$ cat config.mk
export PLATFORM = sky130hd
export DESIGN_NAME = ppc_top
export DESIGN_NICKNAME = d
export VERILOG_FILES = /design/src/ppc_pkg.sv /design/src/ppc_loop_if.sv /design/src/ppc_loop_step.sv /design/src/ppc_top.sv
export SDC_FILE = /design/constraint.sdc
export NUM_CORES = 1
export LEC_CHECK = 0
export BUFFER_PORTS_ARGS = -buffer_cell sky130_fd_sc_hd__buf_4
export CORE_UTILIZATION = 40
export CTS_CLUSTER_DIAMETER = 50
export DETAILED_ROUTE_END_ITERATION = 8
export PLACE_DENSITY = 0.64
export SLEW_MARGIN = 20
export SYNTH_ARGS = -nofsm -noshare
export SYNTH_HDL_FRONTEND = slang
export SYNTH_SLANG_ARGS = --single-unit
$ cat constraint.sdc
create_clock -name clk_sys_i -period 4 [get_ports clk_sys_i]
set_input_delay 0.8 -clock clk_sys_i [delete_from_list [all_inputs] [get_ports clk_sys_i]]
set_output_delay 0.8 -clock clk_sys_i [all_outputs]
set_load 0.1 [all_outputs]
$ cat src/ppc_pkg.sv
`default_nettype none
package ppc_pkg;

  // ==========================================================================
  // Register offsets.
  localparam logic [7:0] PPC_ADDR_CTRL = 8'h00;
  localparam logic [7:0] PPC_ADDR_PING_WAIT = 8'h04;
  localparam logic [7:0] PPC_ADDR_GAP_WAIT = 8'h08;
  localparam logic [7:0] PPC_ADDR_MAX_RETRY = 8'h0C;
  localparam logic [7:0] PPC_ADDR_VSTEP = 8'h10;
  localparam logic [7:0] PPC_ADDR_SS_MIN = 8'h14;
  localparam logic [7:0] PPC_ADDR_STATUS = 8'h18;
  localparam logic [7:0] PPC_ADDR_FREQ = 8'h1C;
  localparam logic [7:0] PPC_ADDR_VOLT = 8'h20;
  localparam logic [7:0] PPC_ADDR_IMEAS = 8'h24;
  localparam logic [7:0] PPC_ADDR_EVENTS = 8'h28;

  // ==========================================================================
  // Field positions.
  localparam int PPC_CTRL_EN_BIT = 0;
  localparam int PPC_STAT_ST_LSB = 0;
  localparam int PPC_STAT_RETRY_LSB = 8;
  localparam int PPC_STAT_SS_LSB = 16;
  localparam int PPC_STAT_PWR_BIT = 24;
  localparam int PPC_EVT_FLO_BIT = 0;
  localparam int PPC_EVT_FHI_BIT = 1;
  localparam int PPC_EVT_VLIM_BIT = 2;
  localparam int PPC_EVT_CNT_LSB = 16;

  // ==========================================================================
  // Timing.
  localparam int PPC_CLK_MHZ = 100;
  localparam int PPC_PING_WAIT_MS = 70;
  localparam int PPC_GAP_WAIT_MS = 10;
  localparam int PPC_PING_WAIT_CYC = PPC_PING_WAIT_MS * 1000 * PPC_CLK_MHZ;
  localparam int PPC_GAP_WAIT_CYC = PPC_GAP_WAIT_MS * 1000 * PPC_CLK_MHZ;

  // ==========================================================================
  // Setpoints: frequency in Hz, supply voltage in units of 0.5 mV.
  localparam int PPC_FREQ_PING_HZ = 130000;
  localparam int PPC_FREQ_MIN_HZ = 110000;
  localparam int PPC_FREQ_MAX_HZ = 180000;
  localparam int PPC_VOLT_PING_HMV = 16000;
  localparam int PPC_VOLT_MIN_HMV = 10000;
  localparam int PPC_VOLT_MAX_HMV = 22000;

  // ==========================================================================
  // Loop settings and register reset values.
  localparam int PPC_PROPORTIONAL_GAIN = 1;
  localparam int PPC_INTEGRAL_GAIN = 0;
  localparam int PPC_DERIVATIVE_GAIN = 0;
  localparam int PPC_FREQ_LOOP_OUTPUT_LIMIT = 20000;
  localparam int PPC_VOLT_LOOP_OUTPUT_LIMIT = 1500;
  localparam logic [7:0] PPC_MAX_RETRY_RST = 8'h04;
  localparam logic [15:0] PPC_VSTEP_RST = 16'h0064;
  localparam logic [7:0] PPC_SS_MIN_RST = 8'h40;

  typedef enum logic [4:0] {
    PPC_ST_IDLE = 5'b00001,
    PPC_ST_PING = 5'b00010,
    PPC_ST_GAP = 5'b00100,
    PPC_ST_XFER = 5'b01000,
    PPC_ST_FAIL = 5'b10000
  } ppc_state_t;

endpackage : ppc_pkg
`default_nettype wire

$ cat src/ppc_loop_if.sv
`timescale 1ns/10ps
`default_nettype none
interface ppc_loop_if;
  logic signed [31:0] cur;
  logic signed [31:0] err;
  logic signed [31:0] nxt;
  logic at_lo;
  logic at_hi;
  modport ctl(output cur, output err, input nxt, input at_lo, input at_hi);
  modport step(input cur, input err, output nxt, output at_lo, output at_hi);
endinterface : ppc_loop_if
`default_nettype wire

$ cat src/ppc_loop_step.sv
`timescale 1ns/10ps
`default_nettype none
module ppc_loop_step
  import ppc_pkg::*;
#(
  parameter int LIMIT = 1,
  parameter int LO = 0,
  parameter int HI = 1,
  parameter bit NEG = 1'b0
) (
  ppc_loop_if.step lp
);

  // ==========================================================================
  // Proportional step, output limit, then setpoint clamp.
  logic signed [31:0] term;
  logic signed [31:0] sum;

  always_comb begin
    term = lp.err * 32'(PPC_PROPORTIONAL_GAIN);
    if (term > LIMIT) begin
      term = LIMIT;
    end else if (term < -LIMIT) begin
      term = -LIMIT;
    end
    sum = NEG ? (lp.cur - term) : (lp.cur + term);
    lp.at_lo = 1'b0;
    lp.at_hi = 1'b0;
    if (sum <= LO) begin
      sum = LO;
      lp.at_lo = 1'b1;
    end else if (sum >= HI) begin
      sum = HI;
      lp.at_hi = 1'b1;
    end
    lp.nxt = sum;
  end

endmodule : ppc_loop_step
`default_nettype wire

$ cat src/ppc_top.sv
`timescale 1ns/10ps
`default_nettype none
module ppc_top
  import ppc_pkg::*;
#(
  parameter int PING_WAIT_CYC = PPC_PING_WAIT_CYC,
  parameter int GAP_WAIT_CYC = PPC_GAP_WAIT_CYC
) (
  // Clock and reset.
  input wire logic clk_sys_i,
  input wire logic rst_n_i,
  // AHB-Lite slave.
  input wire logic hsel_i,
  input wire logic [31:0] haddr_i,
  input wire logic [1:0] htrans_i,
  input wire logic hwrite_i,
  input wire logic [2:0] hsize_i,
  input wire logic [31:0] hwdata_i,
  input wire logic hready_i,
  output logic [31:0] hrdata_o,
  output logic hreadyout_o,
  output logic hresp_o,
  // Packets from the receiver.
  input wire logic ss_valid_i,
  input wire logic [7:0] ss_value_i,
  input wire logic ce_valid_i,
  input wire logic [15:0] target_ma_i,
  // Coil current sense.
  input wire logic [15:0] imeas_ma_i,
  // Inverter and supply setpoints.
  output logic power_on_o,
  output logic [17:0] freq_hz_o,
  output logic [13:0] volt_mv_o
);

  // ==========================================================================
  // State.
  typedef struct packed {
    ppc_state_t st;
    logic [31:0] timer;
    logic [7:0] retries;
    logic [17:0] freq;
    logic [15:0] volt;
    logic [7:0] last_ss;
    logic [15:0] imeas;
    logic [2:0] events;
    logic [15:0] ce_count;
    logic ctrl_en;
    logic [31:0] ping_wait;
    logic [31:0] gap_wait;
    logic [7:0] max_retry;
    logic [15:0] vstep;
    logic [7:0] ss_min;
    logic dp_wr;
    logic [7:0] dp_addr;
    logic [31:0] rdata;
  } ppc_regs_t;

  localparam ppc_regs_t RST_VAL = '{
    st: PPC_ST_IDLE,
    timer: 32'h0000_0000,
    retries: 8'h00,
    freq: 18'(PPC_FREQ_PING_HZ),
    volt: 16'(PPC_VOLT_PING_HMV),
    last_ss: 8'h00,
    imeas: 16'h0000,
    events: 3'h0,
    ce_count: 16'h0000,
    ctrl_en: 1'b0,
    ping_wait: 32'(PING_WAIT_CYC),
    gap_wait: 32'(GAP_WAIT_CYC),
    max_retry: PPC_MAX_RETRY_RST,
    vstep: PPC_VSTEP_RST,
    ss_min: PPC_SS_MIN_RST,
    dp_wr: 1'b0,
    dp_addr: 8'h00,
    rdata: 32'h0000_0000
  };

  ppc_regs_t r_reg;
  ppc_regs_t r_next;

  // ==========================================================================
  // Loop steps.
  ppc_loop_if freq_lp ();
  ppc_loop_if volt_lp ();

  ppc_loop_step #(
    .LIMIT(PPC_FREQ_LOOP_OUTPUT_LIMIT),
    .LO(PPC_FREQ_MIN_HZ),
    .HI(PPC_FREQ_MAX_HZ),
    .NEG(1'b1)
  ) u_freq_step (
    .lp(freq_lp.step)
  );

  ppc_loop_step #(
    .LIMIT(PPC_VOLT_LOOP_OUTPUT_LIMIT),
    .LO(PPC_VOLT_MIN_HMV),
    .HI(PPC_VOLT_MAX_HMV),
    .NEG(1'b0)
  ) u_volt_step (
    .lp(volt_lp.step)
  );

  logic signed [31:0] loop_err;

  // The error is the requested current minus the measured amplitude.
  assign loop_err = $signed({16'h0000, target_ma_i}) - $signed({16'h0000, imeas_ma_i});
  assign freq_lp.cur = $signed({14'h0000, r_reg.freq});
  assign freq_lp.err = loop_err;
  assign volt_lp.cur = $signed({16'h0000, r_reg.volt});
  assign volt_lp.err = loop_err;

  // ==========================================================================
  // Next state.
  logic addr_ok;
  logic [16:0] volt_up;
  logic [31:0] rd;
  logic [31:0] status_w;
  logic [31:0] events_w;

  assign addr_ok = hsel_i && hready_i && htrans_i[1];
  assign volt_up = {1'b0, r_reg.volt} + {1'b0, r_reg.vstep};

  always_comb begin
    rd = 32'h0000_0000;
    status_w = 32'h0000_0000;
    events_w = 32'h0000_0000;
    r_next = r_reg;
    r_next.imeas = imeas_ma_i;

    // Register writes land in the data phase.
    if (r_reg.dp_wr) begin
      unique case (r_reg.dp_addr)
        PPC_ADDR_CTRL: r_next.ctrl_en = hwdata_i[PPC_CTRL_EN_BIT];
        PPC_ADDR_PING_WAIT: r_next.ping_wait = hwdata_i;
        PPC_ADDR_GAP_WAIT: r_next.gap_wait = hwdata_i;
        PPC_ADDR_MAX_RETRY: r_next.max_retry = hwdata_i[7:0];
        PPC_ADDR_VSTEP: r_next.vstep = hwdata_i[15:0];
        PPC_ADDR_SS_MIN: r_next.ss_min = hwdata_i[7:0];
        PPC_ADDR_EVENTS: r_next.events = r_reg.events & ~hwdata_i[2:0];
        default: r_next.ctrl_en = r_reg.ctrl_en;
      endcase
    end

    // Power sequencing.
    unique case (r_reg.st)
      PPC_ST_IDLE: begin
        if (r_reg.ctrl_en) begin
          r_next.freq = 18'(PPC_FREQ_PING_HZ);
          r_next.volt = 16'(PPC_VOLT_PING_HMV);
          r_next.retries = 8'h00;
          r_next.timer = r_reg.ping_wait;
          r_next.st = PPC_ST_PING;
        end
      end
      PPC_ST_PING: begin
        if (ss_valid_i && (ss_value_i >= r_reg.ss_min)) begin
          r_next.last_ss = ss_value_i;
          r_next.st = PPC_ST_XFER;
        end else if (ss_valid_i || (r_reg.timer == 32'h0000_0000)) begin
          if (ss_valid_i) begin
            r_next.last_ss = ss_value_i;
          end
          r_next.freq = 18'(PPC_FREQ_PING_HZ);
          if (r_reg.retries >= r_reg.max_retry) begin
            r_next.st = PPC_ST_FAIL;
          end else if (volt_up > 17'(PPC_VOLT_MAX_HMV)) begin
            r_next.st = PPC_ST_FAIL;
          end else begin
            r_next.volt = volt_up[15:0];
            r_next.retries = r_reg.retries + 8'h01;
            r_next.timer = r_reg.gap_wait;
            r_next.st = PPC_ST_GAP;
          end
        end else begin
          r_next.timer = r_reg.timer - 32'h0000_0001;
        end
      end
      PPC_ST_GAP: begin
        if (r_reg.timer == 32'h0000_0000) begin
          r_next.timer = r_reg.ping_wait;
          r_next.st = PPC_ST_PING;
        end else begin
          r_next.timer = r_reg.timer - 32'h0000_0001;
        end
      end
      PPC_ST_XFER: begin
        if (ce_valid_i) begin
          r_next.ce_count = r_reg.ce_count + 16'h0001;
          r_next.freq = freq_lp.nxt[17:0];
          if (freq_lp.at_lo || freq_lp.at_hi) begin
            r_next.volt = volt_lp.nxt[15:0];
          end
        end
      end
      PPC_ST_FAIL: begin
        r_next.st = PPC_ST_FAIL;
      end
    endcase

    // Limit events: a new event wins over a clear in the same cycle.
    if ((r_reg.st == PPC_ST_XFER) && ce_valid_i) begin
      if (freq_lp.at_lo) begin
        r_next.events[PPC_EVT_FLO_BIT] = 1'b1;
      end
      if (freq_lp.at_hi) begin
        r_next.events[PPC_EVT_FHI_BIT] = 1'b1;
      end
      if ((freq_lp.at_lo || freq_lp.at_hi) && (volt_lp.at_lo || volt_lp.at_hi)) begin
        r_next.events[PPC_EVT_VLIM_BIT] = 1'b1;
      end
    end

    // Disabling from software stops everything at once.
    if (!r_next.ctrl_en) begin
      r_next.st = PPC_ST_IDLE;
    end

    // Address phase capture.
    r_next.dp_wr = addr_ok && hwrite_i && (haddr_i[31:8] == 24'h00_0000);
    r_next.dp_addr = haddr_i[7:0];

    // Read data is taken from the post-write state so it is always current.
    status_w = 32'({r_next.st}) << PPC_STAT_ST_LSB;
    status_w = status_w | (32'(r_next.retries) << PPC_STAT_RETRY_LSB);
    status_w = status_w | (32'(r_next.last_ss) << PPC_STAT_SS_LSB);
    status_w[PPC_STAT_PWR_BIT] = (r_next.st == PPC_ST_PING) || (r_next.st == PPC_ST_XFER);
    events_w = 32'(r_next.events) | (32'(r_next.ce_count) << PPC_EVT_CNT_LSB);
    if (haddr_i[31:8] == 24'h00_0000) begin
      unique case (haddr_i[7:0])
        PPC_ADDR_CTRL: rd = 32'(r_next.ctrl_en) << PPC_CTRL_EN_BIT;
        PPC_ADDR_PING_WAIT: rd = r_next.ping_wait;
        PPC_ADDR_GAP_WAIT: rd = r_next.gap_wait;
        PPC_ADDR_MAX_RETRY: rd = 32'(r_next.max_retry);
        PPC_ADDR_VSTEP: rd = 32'(r_next.vstep);
        PPC_ADDR_SS_MIN: rd = 32'(r_next.ss_min);
        PPC_ADDR_STATUS: rd = status_w;
        PPC_ADDR_FREQ: rd = 32'(r_next.freq);
        PPC_ADDR_VOLT: rd = 32'(r_next.volt);
        PPC_ADDR_IMEAS: rd = 32'(r_next.imeas);
        PPC_ADDR_EVENTS: rd = events_w;
        default: rd = 32'h0000_0000;
      endcase
    end
    if (addr_ok && !hwrite_i) begin
      r_next.rdata = rd;
    end
  end

  // ==========================================================================
  // Registers.
  always_ff @(posedge clk_sys_i or negedge rst_n_i) begin
    if (!rst_n_i) begin
      r_reg <= RST_VAL;
    end else begin
      r_reg <= r_next;
    end
  end

  // ==========================================================================
  // Outputs.
  assign hrdata_o = r_reg.rdata;
  assign hreadyout_o = 1'b1;
  assign hresp_o = 1'b0;
  assign power_on_o = (r_reg.st == PPC_ST_PING) || (r_reg.st == PPC_ST_XFER);
  assign freq_hz_o = r_reg.freq;
  assign volt_mv_o = r_reg.volt[14:1];

endmodule : ppc_top
`default_nettype wire

==> flow_summary.yaml, run 1 <==
setup_path:
  arr_time_crit_path_ps: 7210
  worst_path_maximum_fanout: 3
  crit_required_ps: 4460
  crit_slowest_cell: "sky130_fd_sc_hd__o41a_1"
  setup.worst_path.start_class: "input port"
  ff2ff_path_depth: 19
  end_kind: "flop"
  critPathMaxStageDelay_ps: 420
  critPathKind: "in2reg"
  cpMostUsedCell: "sky130_fd_sc_hd__buf_4"
timing:
  timing.final.hold_violations: 0
  layout_worst_path_cycle_share_pct: 169
  postLayoutSetupSlackWorst_ps: -2750
  max_freq_mhz: 148
  rsz_0062_raised_after_global_routing: "true"
  totalNegativeSetupSlack_ps: -135810
  period_minus_slack_ps: 6750
  timing.final.setup_violations: 55
  worst_slew_pin_slew_ps: 1050
  finClkSkew_ps: 36.7
  number_of_pins_with_negative_max_slew_slack_in_the_final_report: 0
  timing.slew.headroom_pct: 29.4
synth:
  synthesis.area_um2: 18800
  yosys.cell_count.top_type: "sky130_fd_sc_hd__nand2_1"
  ys.flop_type: "sky130_fd_sc_hd__dfrtp_1"
  synthArstFlopShare_pct: 100
  yosys-top-cells-area: "sky130_fd_sc_hd__dfrtp_1, sky130_fd_sc_hd__mux2_2, sky130_fd_sc_hd__ha_1"
  yosys.area.top_type: "sky130_fd_sc_hd__dfrtp_1"
  synth_area_per_cell_um2: 8.61
  synthCells: 2188
  ys_warn_count: 0
  fraction_of_the_yosys_area_taken_by_sequential_cells_pct: 32.7
  cell_types_with_the_highest_counts_after_synthesis: "sky130_fd_sc_hd__nand2_1, sky130_fd_sc_hd__dfrtp_1, sky130_fd_sc_hd__nor2_1, sky130_fd_sc_hd__a21oi_1, sky130_fd_sc_hd__o21ai_0"
  synth.top_cell.area_share_pct: 26.8
  total_of_flip_flops_plus_latches_after_synthesis: 244
  synth_edf_count: 0
  synth_cell_type_count: 93
  net_count_after_synthesis: 2397
pwr:
  power_per_cell_area_nw_per_um2: 411
  cell_leakage_power_nw: 12.5
  worst_vdd_drop_v: 0.000328
die:
  row_count: 79
  design.core.area_um2: 46500
  die_x_um: 219
  die_h_um: 219
  io-pin-count: 183
  initial_core_util_pct: 40.5
  floorplan.die_area_um2: 47900
cts:
  cts_inserted_buffers: 28
  clock_latency_at_the_later_pin_of_the_worst_skew_pair_ps: 600
  clk_path_buf_depth: 3
  tritoncts: "yes"
  root_buffer_master: "sky130_fd_sc_hd__clkbuf_16"
  tritoncts_num_sinks: 244
  ctsHtreeMaxLevel: 1
  clock_slew_at_the_register_clock_pins_of_the_worst_setup_and_hold_paths_ps: 60
detailed_routing:
  wire_per_inst_um: 22.9
  avgViaCountPerCell: 6.07
  remaining_drc_errors: 0
  first_iter_violations: 2243
  detail_route.first_pass.iterations: 9
  postRouteAntennaNets: 0
  vias: 20700
  routed_wl_um: 78400
place:
  number_of_placed_instances_with_taps_included: 3292
  post_dp_cell_area_um2: 24000
  gp_congestion: 1.01
  dp_hpwl_um: 59200
  io_buffers: 176
finish:
  final_cell_area_um2: 27500
  syn_to_final_growth_pct: 45.9
  final_net_count: 2999
  largest_register_ff_count: 180
  finalNonFillerCells: 3419
  drive_above_1_share_pct: 43.5
  antenna_cells: 0
global_route:
  grt_max_degree: 107
  number_of_antenna_violations_at_the_first_check_in_global_routing: 3
  global_route.overflow_total: 0
  first_global_vias: 20400
  gr-usage-all-layers_pct: 31.4
  global_route_wire_length_before_repair_um: 117000
run_status:
  run_status: "complete, but fails checks"
  violations: "setup timing"
min_path:
  timing.hold.worst.class: "in2async"
run:
  max_capacitance_violation_count: 0
[layout by cell type, fill, tap and decap left out, types with 15 or more instances in the layout]
cell type and instances:
sky130_fd_sc_hd__mux2_2 102, sky130_fd_sc_hd__buf_6 53, sky130_fd_sc_hd__a221oi_1 17, sky130_fd_sc_hd__o211ai_1 17, sky130_fd_sc_hd__a21oi_1 116, sky130_fd_sc_hd__nor2_1 156, sky130_fd_sc_hd__a22o_1 21, sky130_fd_sc_hd__o21ai_1 16
sky130_fd_sc_hd__nand4_1 21, sky130_fd_sc_hd__ha_1 67, sky130_fd_sc_hd__xnor2_1 49, sky130_fd_sc_hd__a222oi_1 33, sky130_fd_sc_hd__a21o_1 34, sky130_fd_sc_hd__and3_1 24, sky130_fd_sc_hd__a21oi_2 17, sky130_fd_sc_hd__dfstp_2 42
sky130_fd_sc_hd__o21a_1 20, sky130_fd_sc_hd__o21ai_0 105, sky130_fd_sc_hd__xor2_1 35, sky130_fd_sc_hd__nand2_1 215, sky130_fd_sc_hd__buf_4 674, sky130_fd_sc_hd__nor3_1 61, sky130_fd_sc_hd__clkbuf_16 30, sky130_fd_sc_hd__nor4_1 16
sky130_fd_sc_hd__or3_1 23, sky130_fd_sc_hd__inv_1 69, sky130_fd_sc_hd__nand3_1 53, sky130_fd_sc_hd__dfrtp_1 202, sky130_fd_sc_hd__a211oi_1 15
[metal layers]
layer	track usage [%]	vias to the layer above	wire length, um
li1	-	9317	-
met1	40.5	10200	31700
met2	51.5	989	36400
met3	4.52	256	5820
met4	15.1	6	4410
met5	0	-	40
[repair_timing]
item,in CTS,in global routing
buffers inserted,48,39
cloned,0,3
pin swaps,105,96
resized for setup,235,143
endpoints found under the setup margin,91,90
hold buffers,0,0
[worst max-delay path, delay by kind of cell]
family,cells,cell delay (ps)
xor+xnor,1,180
simple gates,8,1220
compound gates,14,3440
buf+inv,8,890
fa+ha+maj,3,670
[where the power goes]
part           internal (mW)  total [mW]  switching, mW
sequential              2.55        2.63         0.0832
combinational           2.81        5.88           3.07
clock                   1.62        2.77           1.16
[stage by stage]
step	power (mW)	hold slack [ps]	utilization (%)	worst slack [ps]
finish	11.3	293	59.1	-2750
floorplan	4.98	440	-	-3030
global route	11.8	340	59.1	-2910
CTS	10.8	324	57.1	-2590
global placement	7.17	458	51.6	-3660
detailed placement	7.21	457	51.6	-3700
[cells by family (layout without fill, tap and decap cells)]
logic type / after synthesis / in the layout / synth area share [%]
buffers and inverters: 243 / 867 / 6.28
xor gates and xnor gates: 93 / 93 / 4.33
muxes: 109 / 109 / 6.47
DFF: 244 / 244 / 32.7
AOI/OAI and AO/OA: 670 / 670 / 24.9
and+or+nand+nor: 734 / 734 / 18.9
other: 2 / 2 / 0.0399
adders and majority gates: 93 / 93 / 6.34
[final timing paths]
check	startpoint	to	slack, ps
max in group asynchronous	rst_n_i	r_reg[230]	2720
hold / removal	rst_n_i	r_reg[88]	290
min in group clk_sys_i	haddr_i[3]	r_reg[35]	350
setup / recovery	target_ma_i[0]	hrdata_o[11]	-2750
setup reg to reg	freq_hz_o[0]	hrdata_o[11]	-670
hold reg to reg	hrdata_o[30]	hrdata_o[30]	480
[final cells by class]
type	count	area, um^2
tap	607	759
multi-input combinational	1701	13300
clock inverter	13	191
clock buffer	39	802
fill	3990	19000
sequential	244	6160
inverter	75	297
timing repair buffer	740	5920
(Power assumes the default switching activity.)
==> inputs of run 2 (changes only) <==
--- a/config.mk
+++ b/config.mk
@@ -6,10 +6,12 @@
 export NUM_CORES = 1
 export LEC_CHECK = 0
 export BUFFER_PORTS_ARGS = -buffer_cell sky130_fd_sc_hd__buf_4
+export CELL_PAD_IN_SITES_DETAIL_PLACEMENT = 0
+export CELL_PAD_IN_SITES_GLOBAL_PLACEMENT = 1
 export CORE_UTILIZATION = 40
 export CTS_CLUSTER_DIAMETER = 50
 export DETAILED_ROUTE_END_ITERATION = 8
-export PLACE_DENSITY = 0.64
+export PLACE_DENSITY = 0.79
 export SLEW_MARGIN = 20
 export SYNTH_ARGS = -nofsm -noshare
 export SYNTH_HDL_FRONTEND = slang
==> run 2 against run 1 <==
Against the previous run: the flow finishes with violations (DRC, setup timing); count of clock-buffer cells in the layout fell by 3; design area rose by 1.2%; combinational power rose by 4.1%; sequential power barely moved; via count rose by 0.31%; sequential share of layout area fell by 0.26 points; register-to-register slack improved by 160 ps; fmax rose by 0.76%; power rose by 1.7%; global-route usage rose by 0.79 points; core utilization rose by 0.69 points; critical endpoint is now hrdata_o[10].
==> flow_summary.yaml, run 2 (synthesis results as in run 1) <==
run:
  max_capacitance_violation_count: 0
detailed_routing:
  wire_length_on_met1_um: 34000
  vias: 20800
  remaining_drc_errors: 5
  routed_wl_um: 80900
  met3_length_um: 5710
  first_iter_violations: 2226
  postRouteAntennaNets: 0
  met2_wirelength_um: 37600
  wire_per_inst_um: 23.5
  detail_route.first_pass.iterations: 9
  top_signal_layer_used: "met4"
  avgViaCountPerCell: 6.03
setup_path:
  arr_time_crit_path_ps: 7150
  cpMostUsedCell: "sky130_fd_sc_hd__ha_4"
  crit-reg2reg-launch: "freq_hz_o[0]"
  crit_required_ps: 4460
  ff2ff_path_depth: 20
  worst_path_maximum_fanout: 7
  critical_path.n_buffers_inverters: 6
  critPathKind: "in2reg"
  crit_slowest_cell: "sky130_fd_sc_hd__o41ai_4"
  end_kind: "flop"
  critPathMaxStageDelay_ps: 470
  critical-path-top-delay-family: "compound AO/OA/AOI/OAI gates"
  regToRegSetupSlack_ps: -510
  setup.worst_path.start_class: "input port"
  worst_r2r_endpoint: "hrdata_o[10]"
place:
  dp_hpwl_um: 61400
  post_dp_cell_area_um2: 24200
  number_of_placed_instances_with_taps_included: 3315
  io_buffers: 176
  gp_congestion: 0.995
  dp_worst_setup_slack_ps: -3800
timing:
  timing.slew.headroom_pct: 4.99
  worst_slew_pin_slew_ps: 1420
  totalNegativeSetupSlack_ps: -137510
  timing.final.hold_violations: 0
  period_minus_slack_ps: 6700
  rsz_0062_raised_after_global_routing: "true"
  postLayoutSetupSlackWorst_ps: -2700
  timing.final.setup_violations: 85
  layout_worst_path_cycle_share_pct: 167
  number_of_pins_with_negative_max_slew_slack_in_the_final_report: 0
  max_freq_mhz: 149
  finClkSkew_ps: 14.7
die:
  row_count: 79
  design.core.area_um2: 46500
  initial_core_util_pct: 40.5
  die_x_um: 219
  floorplan.die_area_um2: 47900
  io-pin-count: 183
  die_h_um: 219
global_route:
  grt_max_degree: 93
  global_route_wire_length_before_repair_um: 119000
  global_route.overflow_total: 0
  number_of_antenna_violations_at_the_first_check_in_global_routing: 4
  first_global_vias: 20000
  gr-usage-all-layers_pct: 32.2
finish:
  fin_util_pct: 59.8
  drive_above_1_share_pct: 45.2
  largest_register_ff_count: 180
  finalNonFillerCells: 3449
  layout.cells.most_common: "sky130_fd_sc_hd__buf_4"
  final_cell_area_um2: 27800
  final_net_count: 3027
  layout_common_cells: "sky130_fd_sc_hd__buf_4, sky130_fd_sc_hd__nand2_1, sky130_fd_sc_hd__dfrtp_1"
  syn_to_final_growth_pct: 47.6
cts:
  post_cts_hold_buffer_count: 0
  clock_slew_at_the_register_clock_pins_of_the_worst_setup_and_hold_paths_ps: 70
  root_buffer_master: "sky130_fd_sc_hd__clkbuf_16"
  ctsHtreeMaxLevel: 1
  cts_inserted_buffers: 28
  tritoncts: "yes"
  tritoncts_num_sinks: 244
  clock_latency_at_the_later_pin_of_the_worst_skew_pair_ps: 570
  clk_path_buf_depth: 3
min_path:
  timing.hold.worst.class: "in2async"
pwr:
  worst_vdd_drop_v: 0.000308
  cell_leakage_power_nw: 12.7
  power_per_cell_area_nw_per_um2: 413
run_status:
  run_status: "complete, but fails checks"
  violations: "DRC, setup timing"
[run 2: area by class of cell]
type,instances,area (um^2)
Clock buffer,36,791
Tap cell,607,759
Sequential cell,244,6160
Multi-Input combinational cell,1702,13400
Clock inverter,16,189
Timing Repair Buffer,767,6170
Fill cell,4002,18700
Inverter,75,297
Antenna cell,2,5.00
[run 2: repair_timing]
action | CTS | global route
buffers inserted | 38 | 46
pin swaps | 111 | 117
gates cloned | 1 | 5
endpoints found under the setup margin | 92 | 79
gates resized for setup | 229 | 204
[run 2: worst max-delay path by stage]
stage                    from           end  slack (ps)  cells past startpoint
2_1_floorplan  target_ma_i[0]   hrdata_o[8]       -3030                     31
3_3_place_gp   target_ma_i[0]   hrdata_o[2]       -3620                     31
3_5_place_dp    imeas_ma_i[0]   hrdata_o[2]       -3800                     30
4_1_cts         imeas_ma_i[0]  hrdata_o[10]       -2510                     32
5_1_grt         imeas_ma_i[0]   hrdata_o[2]       -2910                     34
6_report        imeas_ma_i[0]  hrdata_o[10]       -2700                     34
[run 2: where the power goes]
| part | switching, mW | internal, mW | leakage (nW) |
|---|---|---|---|
| Sequential | 0.0774 | 2.55 | 3.08 |
| Combinational | 3.20 | 2.92 | 9.14 |
| Clock | 1.13 | 1.60 | 0.482 |
| Total | 4.41 | 7.07 | 12.7 |
[run 2: stage by stage]
stage | hold slack, ps | power [mW]
floorplan | 440 | 4.98
global placement | 456 | 7.32
detailed placement | 460 | 7.37
CTS | 286 | 10.8
global route | 317 | 11.9
finish | 259 | 11.5
[run 2: worst register-to-register path, cell delays in order (launching register included)]
cell,delay [ps]
sky130_fd_sc_hd__dfrtp_1,390
sky130_fd_sc_hd__inv_1,130
sky130_fd_sc_hd__ha_4,160
sky130_fd_sc_hd__inv_2,30
sky130_fd_sc_hd__fa_2,360
sky130_fd_sc_hd__a211oi_2,270
sky130_fd_sc_hd__o211ai_1,140
sky130_fd_sc_hd__buf_4,190
sky130_fd_sc_hd__a21o_1,220
sky130_fd_sc_hd__a211oi_4,280
sky130_fd_sc_hd__a31oi_2,80
sky130_fd_sc_hd__o211a_1,290
sky130_fd_sc_hd__o41ai_4,470
sky130_fd_sc_hd__a21oi_2,180
sky130_fd_sc_hd__buf_4,160
sky130_fd_sc_hd__a211o_1,260
sky130_fd_sc_hd__buf_6,160
sky130_fd_sc_hd__o211a_1,140
sky130_fd_sc_hd__o41ai_2,200
sky130_fd_sc_hd__nand2_1,100
sky130_fd_sc_hd__a21o_1,170
[run 2: layer usage]
metal	vias to the layer above	track usage (%)
met2	945	52.3
met4	0	13.2
met5	-	0
met3	193	4.09
li1	9409	-
met1	10300	43.2
